$ cat src/design/dsie_consts.vh
// constants for the decrement-and-skip execute block
// assumes a 16-bit instruction word and an 8-bit data path
// Overview of operation
// - the addressed file register is read, one is subtracted, and that value is both stored and tested.
// - the result goes to the working accumulator when the destination bit is 0, else back to the file register.
// - prefix 0010 11 decodes skip-if-zero and 0100 11 skip-if-nonzero, then destination bit, access bit and file address.
// - skip-if-zero discards the fetched next instruction when the result is zero, else lets it run.
// - skip-if-nonzero discards the fetched next instruction when the result is nonzero, else lets it run.
// - a skip runs a no_operation in place of the discarded instruction, so the instruction takes two cycles.
// - access bit 0 resolves the address in the access bank; access bit 1 uses the bank_select_register.
// - extended set enabled, access bit 0 and address at most 5Fh select indexed literal-offset addressing.
`ifndef DSIE_CONSTS_VH
`define DSIE_CONSTS_VH
// ****************************************
// instruction fields
// ****************************************
`define DSIE_OPC_HI 15
`define DSIE_OPC_LO 10
`define DSIE_OPC_SKZ 6'h0b
`define DSIE_OPC_SKNZ 6'h13
`define DSIE_A_BIT 8
`define DSIE_D_BIT 9
`define DSIE_F_HI 7
`define DSIE_F_LO 0
// ****************************************
// addressing and decrement constants
// ****************************************
`define DSIE_IDX_LIMIT 8'h5f
`define DSIE_ACC_SPLIT 8'h80
`define DSIE_ACC_LOW_BANK 4'h0
`define DSIE_ACC_HIGH_BANK 4'hf
`define DSIE_ONE 8'h01
`define DSIE_ZERO 8'h00
// ****************************************
// reset values
// ****************************************
`define DSIE_RST_ADDR 12'h000
`define DSIE_RST_BYTE 8'h00
`define DSIE_DEST_FILE 1'b1
`endif

$ cat src/design/dsie_exec.v
// decrement-and-skip execute stage
// assumes a fetched word each cycle and a one-cycle data memory read
`timescale 1ns/10ps
`include "dsie_consts.vh"
module dsie_exec
(
  input wire clock_i,
  input wire rst_i,
  input wire instr_valid_i,
  input wire [15:0] instr_i,
  input wire ext_en_i,
  input wire [3:0] bank_select_register_i,
  input wire [11:0] index_base_i,
  input wire [7:0] rdata_i,
  input wire [7:0] status_i,
  output reg [11:0] raddr_o,
  output reg [11:0] waddr_o,
  output reg [7:0] wdata_o,
  output reg we_o,
  output reg [7:0] wreg_o,
  output reg wreg_we_o,
  output reg squash_o,
  output reg indexed_o,
  output reg [7:0] status_o,
  output reg busy_o
);
// ****************************************
// decode
// ****************************************
  wire [5:0] opc = instr_i[`DSIE_OPC_HI:`DSIE_OPC_LO];
  wire is_skz = (opc == `DSIE_OPC_SKZ);
  wire is_sknz = (opc == `DSIE_OPC_SKNZ);
  wire hit = instr_valid_i && (is_skz || is_sknz);
  wire [11:0] addr;
  wire idx;
  dsie_addr u_addr
  (
    .faddr_i(instr_i[`DSIE_F_HI:`DSIE_F_LO]),
    .access_i(instr_i[`DSIE_A_BIT]),
    .ext_en_i(ext_en_i),
    .bank_select_register_i(bank_select_register_i),
    .index_base_i(index_base_i),
    .addr_o(addr),
    .indexed_o(idx)
  );
// ****************************************
// state
// ****************************************
  localparam [2:0] S_IDLE = 3'b001;
  localparam [2:0] S_EXEC = 3'b010;
  localparam [2:0] S_NOP = 3'b100;
  reg [2:0] state_q;
  reg [2:0] state_d;
  reg skz_q;
  reg dest_q;
  wire [7:0] dec = rdata_i - `DSIE_ONE;
  wire zero = (dec == `DSIE_ZERO);
  // skip sense differs only in polarity
  wire skip = skz_q ? zero : !zero;
  always @*
  begin
    case (state_q)
      S_IDLE: state_d = hit ? S_EXEC : S_IDLE;
      S_EXEC: state_d = skip ? S_NOP : S_IDLE;
      S_NOP: state_d = S_IDLE;
      default: state_d = S_IDLE;
    endcase
  end
  // words seen while busy are dropped, not queued
  wire take = (state_q == S_IDLE) && hit;
  wire in_exec = (state_q == S_EXEC);
// ****************************************
// sequencer
// ****************************************
  always @(posedge clock_i or posedge rst_i)
  begin
    if (rst_i)
    begin
      state_q <= S_IDLE;
    end
    else
    begin
      state_q <= state_d;
    end
  end
// ****************************************
// captured fields
// ****************************************
  always @(posedge clock_i or posedge rst_i)
  begin
    if (rst_i)
    begin
      skz_q <= 1'b0;
    end
    else if (take)
    begin
      skz_q <= is_skz;
    end
  end
  always @(posedge clock_i or posedge rst_i)
  begin
    if (rst_i)
    begin
      dest_q <= `DSIE_DEST_FILE;
    end
    else if (take)
    begin
      dest_q <= instr_i[`DSIE_D_BIT];
    end
  end
// ****************************************
// operand address
// ****************************************
  // held until the next take so the memory read stays put
  always @(posedge clock_i or posedge rst_i)
  begin
    if (rst_i)
    begin
      raddr_o <= `DSIE_RST_ADDR;
    end
    else if (take)
    begin
      raddr_o <= addr;
    end
  end
  always @(posedge clock_i or posedge rst_i)
  begin
    if (rst_i)
    begin
      indexed_o <= 1'b0;
    end
    else if (take)
    begin
      indexed_o <= idx;
    end
  end
// ****************************************
// file write
// ****************************************
  always @(posedge clock_i or posedge rst_i)
  begin
    if (rst_i)
    begin
      waddr_o <= `DSIE_RST_ADDR;
    end
    else if (in_exec && dest_q)
    begin
      waddr_o <= raddr_o;
    end
  end
  always @(posedge clock_i or posedge rst_i)
  begin
    if (rst_i)
    begin
      wdata_o <= `DSIE_RST_BYTE;
    end
    else if (in_exec && dest_q)
    begin
      wdata_o <= dec;
    end
  end
  always @(posedge clock_i or posedge rst_i)
  begin
    if (rst_i)
    begin
      we_o <= 1'b0;
    end
    else
    begin
      we_o <= in_exec && dest_q;
    end
  end
// ****************************************
// accumulator write
// ****************************************
  always @(posedge clock_i or posedge rst_i)
  begin
    if (rst_i)
    begin
      wreg_o <= `DSIE_RST_BYTE;
    end
    else if (in_exec && !dest_q)
    begin
      wreg_o <= dec;
    end
  end
  always @(posedge clock_i or posedge rst_i)
  begin
    if (rst_i)
    begin
      wreg_we_o <= 1'b0;
    end
    else
    begin
      wreg_we_o <= in_exec && !dest_q;
    end
  end
// ****************************************
// skip
// ****************************************
  always @(posedge clock_i or posedge rst_i)
  begin
    if (rst_i)
    begin
      squash_o <= 1'b0;
    end
    else
    begin
      squash_o <= in_exec && skip;
    end
  end
// ****************************************
// status
// ****************************************
  // flags pass through a register unchanged, one cycle late; neither form writes them
  always @(posedge clock_i or posedge rst_i)
  begin
    if (rst_i)
    begin
      status_o <= `DSIE_RST_BYTE;
    end
    else
    begin
      status_o <= status_i;
    end
  end
// ****************************************
// busy
// ****************************************
  always @(posedge clock_i or posedge rst_i)
  begin
    if (rst_i)
    begin
      busy_o <= 1'b0;
    end
    else
    begin
      busy_o <= (state_d != S_IDLE);
    end
  end
endmodule // dsie_exec

$ cat src/design/dsie_addr.v
// file address resolver for the decrement-and-skip block
// assumes bank select and indexed base are stable during decode
`timescale 1ns/10ps
`include "dsie_consts.vh"
module dsie_addr
(
  input wire [7:0] faddr_i,
  input wire access_i,
  input wire ext_en_i,
  input wire [3:0] bank_select_register_i,
  input wire [11:0] index_base_i,
  output reg [11:0] addr_o,
  output reg indexed_o
);
  always @*
  begin
    indexed_o = 1'b0;
    if (access_i)
      addr_o = {bank_select_register_i, faddr_i};
    else if (ext_en_i && (faddr_i <= `DSIE_IDX_LIMIT))
    begin
      // indexed base plus literal offset wraps in 12 bits
      indexed_o = 1'b1;
      addr_o = index_base_i + {4'h0, faddr_i};
    end
    else if (faddr_i < `DSIE_ACC_SPLIT)
      addr_o = {`DSIE_ACC_LOW_BANK, faddr_i};
    else
      addr_o = {`DSIE_ACC_HIGH_BANK, faddr_i};
  end
endmodule // dsie_addr

$ cat config.mk
export PLATFORM = sky130hd
export DESIGN_NAME = dsie_exec
export DESIGN_NICKNAME = d
export VERILOG_FILES = /design/src/design/dsie_exec.v /design/src/design/dsie_addr.v
export VERILOG_INCLUDE_DIRS = /design/src /design/src/design
export SDC_FILE = /design/constraint.sdc
export NUM_CORES = 1
export LEC_CHECK = 0
export ABC_AREA = 1
export CORE_MARGIN = 4
export CORE_UTILIZATION = 65
export CTS_CLUSTER_SIZE = 24
export DETAILED_ROUTE_END_ITERATION = 10
export DONT_BUFFER_PORTS = 1
export GPL_TIMING_DRIVEN = 0
export PLACE_DENSITY_LB_ADDON = 0.2
export RECOVER_POWER = 50
export REMOVE_ABC_BUFFERS = 1
export SLEW_MARGIN = 0
export SYNTH_ARGS = -nofsm -noshare
export SYNTH_HDL_FRONTEND = slang
export SYNTH_HIERARCHICAL = 1
export SYNTH_SLANG_ARGS = --single-unit
export TNS_END_PERCENT = 100
$ cat constraint.sdc
create_clock -name clock_i -period 3.2 [get_ports clock_i]
set_clock_uncertainty 0.05 [all_clocks]
set_input_delay 0.32 -clock clock_i [delete_from_list [all_inputs] [get_ports clock_i]]
set_output_delay 0.32 -clock clock_i [all_outputs]
set_load 0.005 [all_outputs]
==> results of run 1 <==
worst paths after layout:
| path | end | slack [ns] | cells after the start |
|---|---|---|---|
| max | waddr_o[7]$_DFFE_PP0P_ | 1.05 | 5 |
| min | wreg_o[0]$_DFFE_PP0P_ | 0.04 | 1 |
| max reg2reg | waddr_o[7]$_DFFE_PP0P_ | 1.05 | 5 |
| min reg2reg | dest_q$_DFFE_PP1P_ | 0.44 | 2 |
| max in group asynchronous | raddr_o[4]$_DFFE_PP0P_ | 1.78 | 3 |
| min in group asynchronous | status_o[0]$_DFF_PP0_ | 0.64 | 2 |
cell families (layout without fill, tap and decap cells):
family                     count (synthesis)  after routing  synth area share
and+or+nand+nor                          232            232             0.328
DFF                                       58             58             0.469
buffers and inverters                     56             74            0.0819
AOI/OAI and AO/OA                         32             32            0.0565
adders and majority gates                 11             11            0.0468
xor gates and xnor gates                   5              5            0.0141
muxes                                      1              1           0.00323
worst max-delay path, delay by kind of cell, from the launching register on:
family,cells,cell delay (ns)
flops,1,0.40
simple gates,4,1.00
buf+inv,1,0.64
cell usage after synthesis, types with 3 or more instances:
cell type	count
a21oi_1	7
nand2_1	169
inv_2	4
o21ai_0	15
nand3_1	17
nand2_2	4
inv_1	43
xor2_1	3
nor2_2	6
nand3_2	6
o21ai_1	5
nor2_1	16
nand4_1	7
ha_1	10
dfrtp_1	56
timing repair:
action                                 CTS  global route
hold buffers                             9             0
gates resized for setup                  0             0
endpoints found under the hold margin   30             0
setup endpoints to repair                0             0
state kept, by name, summed over array words and instances (netlist names):
name       cells
waddr_o       12
wreg_we_o      1
status_o       8
indexed_o      1
wreg_o         8
busy_o         1
dest_q         1
we_o           1
skz_q          1
wdata_o        8
state_q        3
squash_o       1
raddr_o       12
power by group:
part	total (uW)	switching, uW	internal, uW
logic	200	122	78.0
clock network	628	254	374
registers	831	47.8	783
total	1660	424	1240
layer usage:
layer	wire (microns)	vias to the layer above	track usage
met3	534	8	0.0585
met5	0	-	0
met4	106	0	0.121
met2	3320	91	0.404
met1	2610	1143	0.275
li1	-	1258	-
per-stage QoR:
step	hold slack, ns	setup WS (ns)	std cells	utilization	area [sq um]
2_1_floorplan	0.301	1.41	388	-	3040
3_3_place_gp	0.301	0.902	440	0.694	3100
3_5_place_dp	0.219	1.06	441	0.698	3120
4_1_cts	0.0296	1.04	465	0.760	3400
5_1_grt	0.0248	0.815	465	0.760	3400
6_report	0.0426	1.05	465	0.760	3400
final cells by class:
cell class / instances / area (sq um)
fill: 336 / 1080
timing repair buffer: 10 / 110
inverter: 49 / 191
sequential: 58 / 1450
tap: 52 / 65.1
clock inverter: 3 / 40.0
clock buffer: 12 / 145
multi-input combinational: 281 / 1390
==> summary.txt, run 1 <==
Power and ir drop
  – PD cells: 488 nW/um^2
  – Peak VDD IR: 0.252 mV
  – Design Power: 1660 uW
  – Leakage: 0.00187 uW

CTS
  – Clock Sink Count: 58
  – # Post-CTS Setup Buffers: 0
  – CTS tree: built
  – # H-tree levels: 3
  – CTS clock-pin slew for the worst setup and hold paths: 0.06 ns
  – Clock buffer count from CTS: 9
  – Clk Latency, worst-skew pair: 0.32 ns
  – Longest Clk Path Bufs: 2
  – Root buffer cell: clkbuf_8

Worst setup path
  – Worst path slowest cell: inv_1
  – Worst-path maximum fanout: 26
  – Critical path data arrival time: 2.36 ns
  – Worst r2r src: state_q[2]$_DFF_PP0_
  – Critical Path Most Common Cell: nand2_1
  – Max incr delay on CP: 0.64 ns
  – Worst path cell trace: nor3_4 -> nand2_1 -> inv_1 -> nand2_1 -> nand2_1
  – Critical Path Sink Type: flop
  – WP data required: 3.40 ns
  – Crit path launch type: flop
  – CP startpoint: state_q[2]$_DFF_PP0_
  – Critical path class: reg -> reg

STA
  – Highest clock rate: 465 MHz
  – Setup_tns: 0 ns
  – Slew headroom: 0.369
  – RSZ-0062 raised after global routing: no
  – Period minus WS final: 2.15 ns
  – Worst-Margin Slew: 0.946 ns
  – Final hold vios: 0
  – Final Cycle Share: 0.673
  – Final setup fails: 0
  – Max-slew violation count: 0

Detailed routing
  – Pre-antenna DRT Iters: 4
  – Antenna Nets Post-Route: 0
  – DRC Markers: 0
  – Wire length per cell: 14.1 microns
  – Final wirelength: 6.56 mm
  – Vias: 2500
  – DR iter-0 viols: 138
  – Vias per cell: 5.38

Logic synthesis
  – Top cell type's share of synthesized area: 0.452
  – Synthesized cell area: 3100 sq um
  – Yosys warns: 6
  – Top FF cell, synth: dfrtp_1
  – Syn avg cell area: 7.85 sq um
  – Synth async-reset ratio: 1.00
  – Synth area leader: dfrtp_1
  – Main area contributors after synthesis: dfrtp_1 45%, nand2_1 20%, inv_1 5.2%
  – Flops & latches, synth: 58
  – Post-synthesis sequential area ratio: 0.469
  – Mapped Cells: 395
  – Post-synth EDFFs: 0
  – Netlist cell types: 36

GRT
  – Vias in the first global route: 2466
  – GRT Total Usage: 0.236
  – Largest net degree at the start of global routing: 35
  – First-pass GRT wire length: 11.2 mm
  – Initial antenna violation count: 0
  – Congestion Overflow GR: 0

Layout
  – Commonest non-fill, non-tap cell in the layout: nand2_1
  – Area Growth Syn to Fin: 9.60%
  – Ant diodes: 0
  – Final nets: 472
  – Most frequent cells in the layout: 169 x nand2_1, 56 x dfrtp_1, 43 x inv_1
  – Fraction of layout cells with a size suffix above 1: 0.104

Die
  – Die H: 77.1 microns
  – Starting Density: 0.693
  – Area of the core: 4470 sq um
  – Num ports: 105
  – Row count: 24
  – Die Width: 77.1 microns
  – Die area: 5940 sq um

Place
  – Final HPWL DP: 4.98 mm
  – Buffers on Ports: 0
  – RePlAce Congestion: 0.858

Hold path
  – HP Start: rdata_i[0]
  – Min-delay worst type: in -> reg

Job
  – Max Cap Viol: 0

Status
  – Status: complete, no violations
(Power assumes the default switching activity.)
==> run 2: changes to the inputs <==
CORE_UTILIZATION = 63   (was 65)
clock period = 2.2 ns   (was 3.2 ns; I/O delays follow)
==> run 2 against run 1 <==
Against the previous run:
- final cell count rose by 3.9%
- highest routed layer unchanged
- setup slack got worse by 0.64 ns
- count of clock-buffer cells in the layout fell by 1
- critical path type unchanged
- largest power group unchanged
- critical endpoint is now wdata_o[4]$_DFFE_PP0P_
==> summary.txt, run 2 (synthesized netlist as in run 1, its figures left out) <==
Worst setup path
  – RR Endpoint: wdata_o[4]$_DFFE_PP0P_ (was waddr_o[7]$_DFFE_PP0P_)
  – Crit path launch type: flop (unchanged)
  – Critical path class: reg -> reg (unchanged)
  – Reg2Reg Depth: 5 (unchanged)
  – CP startpoint: state_q[0]$_DFF_PP1_ (was state_q[2]$_DFF_PP0_)
  – Worst-path maximum fanout: 26 (unchanged)
  – Slack of the worst reg-to-reg path: 0.41 ns (was 1.05 ns)
  – Critical path data arrival time: 1.95 ns (was 2.36 ns)
  – WP data required: 2.36 ns (was 3.40 ns)
  – Critical Path Sink Type: flop (unchanged)
  – Worst r2r src: state_q[0]$_DFF_PP1_ (was state_q[2]$_DFF_PP0_)
  – Critical Path Sink: wdata_o[4]$_DFFE_PP0P_ (was waddr_o[7]$_DFFE_PP0P_)

GRT
  – Initial antenna violation count: 0 (unchanged)
  – Congestion Overflow GR: 0 (unchanged)
  – Vias in the first global route: 2420 (was 2466)
  – First-pass GRT wire length: 10.7 mm (was 11.2 mm)
  – GRT Total Usage: 0.224 (was 0.236)
  – Largest net degree at the start of global routing: 45 (was 35)

Detailed routing
  – Final wirelength: 6.55 mm (was 6.56 mm)
  – Vias: 2521 (was 2500)
  – Met2 Wirelength: 3.27 mm (was 3.32 mm)
  – DR iter-0 viols: 165 (was 138)
  – WL met1: 2.64 mm (was 2.61 mm)
  – DRC Markers: 0 (unchanged)
  – Antenna Nets Post-Route: 0 (unchanged)
  – Vias per cell: 5.22 (was 5.38)
  – Routed length on met3: 553 microns (was 534 microns)
  – Highest Signal Layer: met4 (unchanged)
  – Pre-antenna DRT Iters: 4 (unchanged)
  – Wire length per cell: 13.6 microns (was 14.1 microns)

Die
  – Row count: 25 (was 24)
  – Area of the core: 4750 sq um (was 4470 sq um)
  – Die area: 6110 sq um (was 5940 sq um)
  – Starting Density: 0.652 (was 0.693)
  – Die H: 78.2 microns (was 77.1 microns)
  – Num ports: 105 (unchanged)
  – Die Width: 78.2 microns (was 77.1 microns)

Layout
  – Ant diodes: 0 (unchanged)
  – Most frequent cells in the layout: 168 x nand2_1, 56 x dfrtp_1, 42 x inv_1 (was 169 x nand2_1, 56 x dfrtp_1, 43 x inv_1)
  – Area Growth Syn to Fin: 10.1% (was 9.60%)
  – Fraction of layout cells with a size suffix above 1: 0.113 (was 0.104)
  – Biggest regs: raddr_o x12, waddr_o x12 (unchanged)
  – Final core area utilization: 0.718 (was 0.760)
  – Final nets: 474 (was 472)
  – Commonest non-fill, non-tap cell in the layout: nand2_1 (unchanged)

CTS
  – # Post-CTS Setup Buffers: 0 (unchanged)
  – CTS tree: built (unchanged)
  – Clk Latency, worst-skew pair: 0.33 ns (was 0.32 ns)
  – Clock Sink Count: 58 (unchanged)
  – # H-tree levels: 3 (unchanged)
  – Root buffer cell: clkbuf_8 (unchanged)
  – Clock buffer count from CTS: 9 (unchanged)
  – Longest Clk Path Bufs: 2 (unchanged)
  – CTS clock-pin slew for the worst setup and hold paths: 0.07 ns (was 0.06 ns)

Hold path
  – Min-delay worst type: in -> reg (unchanged)

STA
  – Highest clock rate: 558 MHz (was 465 MHz)
  – RSZ-0062 raised after global routing: no (unchanged)
  – Period minus WS final: 1.79 ns (was 2.15 ns)
  – Max-slew violation count: 0 (unchanged)
  – Final hold vios: 0 (unchanged)
  – Slew headroom: 0.368 (was 0.369)
  – Worst-Margin Slew: 0.948 ns (was 0.946 ns)
  – Final Cycle Share: 0.814 (was 0.673)
  – Final setup fails: 0 (unchanged)

Power and ir drop
  – Leakage: 0.00185 uW (was 0.00187 uW)
  – Peak VDD IR: 0.359 mV (was 0.252 mV)
  – Design Power: 2330 uW (was 1660 uW)
  – PD cells: 683 nW/um^2 (was 488 nW/um^2)

Job
  – Max Cap Viol: 0 (unchanged)

Status
  – Status: complete, no violations (unchanged)

Place
  – Final HPWL DP: 4.85 mm (was 4.98 mm)
  – Buffers on Ports: 0 (unchanged)
  – RePlAce Congestion: 0.837 (was 0.858)
[run 2: cell count changes in the layout (fill, tap and decap cells not counted)]
cell	delta
buf_12	-1
nand2_2	+1
inv_1	-1
bufinv_16	-1
clkbuf_1	-1
clkinvlp_4	+3
buf_2	+1
clkinv_2	+1
dlygate4sd3_1	+2
nand2_1	-1
[run 2: final cells by class]
class | instances | area (sq um)
clock buffers | 11 | 141
clock inverters | 5 | 30.0
fillers | 382 | 1340
inverters | 49 | 195
multi-input cells | 281 | 1400
flip-flops and latches | 58 | 1450
well taps | 67 | 83.8
repair buffers | 12 | 115
[run 2: critical path: stages (launching register included)]
cell        delay, ns
dfstp_2          0.56
nor3_4           0.06
nand2_2          0.38
clkinvlp_4       0.43
nand2_1          0.15
nand2_1          0.06
[run 2: layer usage]
| layer | vias up | GRT usage |
|---|---|---|
| li1 | 1267 | - |
| met1 | 1149 | 0.266 |
| met2 | 99 | 0.376 |
| met3 | 6 | 0.0768 |
| met4 | 0 | 0.0839 |
| met5 | - | 0 |
[run 2: per-stage QoR]
step                TNS [ns]  cells  area, sq um  worst slack (ns)  hold WS (ns)
global route               0    483         3410             0.124        0.0477
finish                     0    483         3410             0.408        0.0361
detailed placement         0    456         3140             0.110        0.0298
floorplan                  0    388         3040             0.505         0.201
CTS                        0    483         3420            0.0967        0.0222
global placement      -0.925    455         3120           -0.0202         0.201
[run 2: power breakdown]
group	internal (uW)	switching (uW)	total [uW]
sequential	1140	71.5	1210
combinational	113	176	289
clock	433	401	834
total	1680	649	2330
[run 2: worst min-delay path by stage]
stage,depth (start not counted),slack [ns],endpoint,startpoint
global route,4,0.05,raddr_o[7]$_DFFE_PP0P_,instr_i[7]
detailed placement,1,0.03,status_o[1]$_DFF_PP0_,rst_i
floorplan,0,0.20,status_o[0]$_DFF_PP0_,status_i[0]
finish,4,0.04,raddr_o[7]$_DFFE_PP0P_,instr_i[7]
CTS,4,0.02,raddr_o[7]$_DFFE_PP0P_,instr_i[7]
global placement,0,0.20,status_o[7]$_DFF_PP0_,status_i[7]
[run 2: repair_timing]
action                                 CTS  global route
resized for setup                        0             2
endpoints found under the hold margin   25             0
hold buffers                            11             0
setup endpoints to repair                0            16
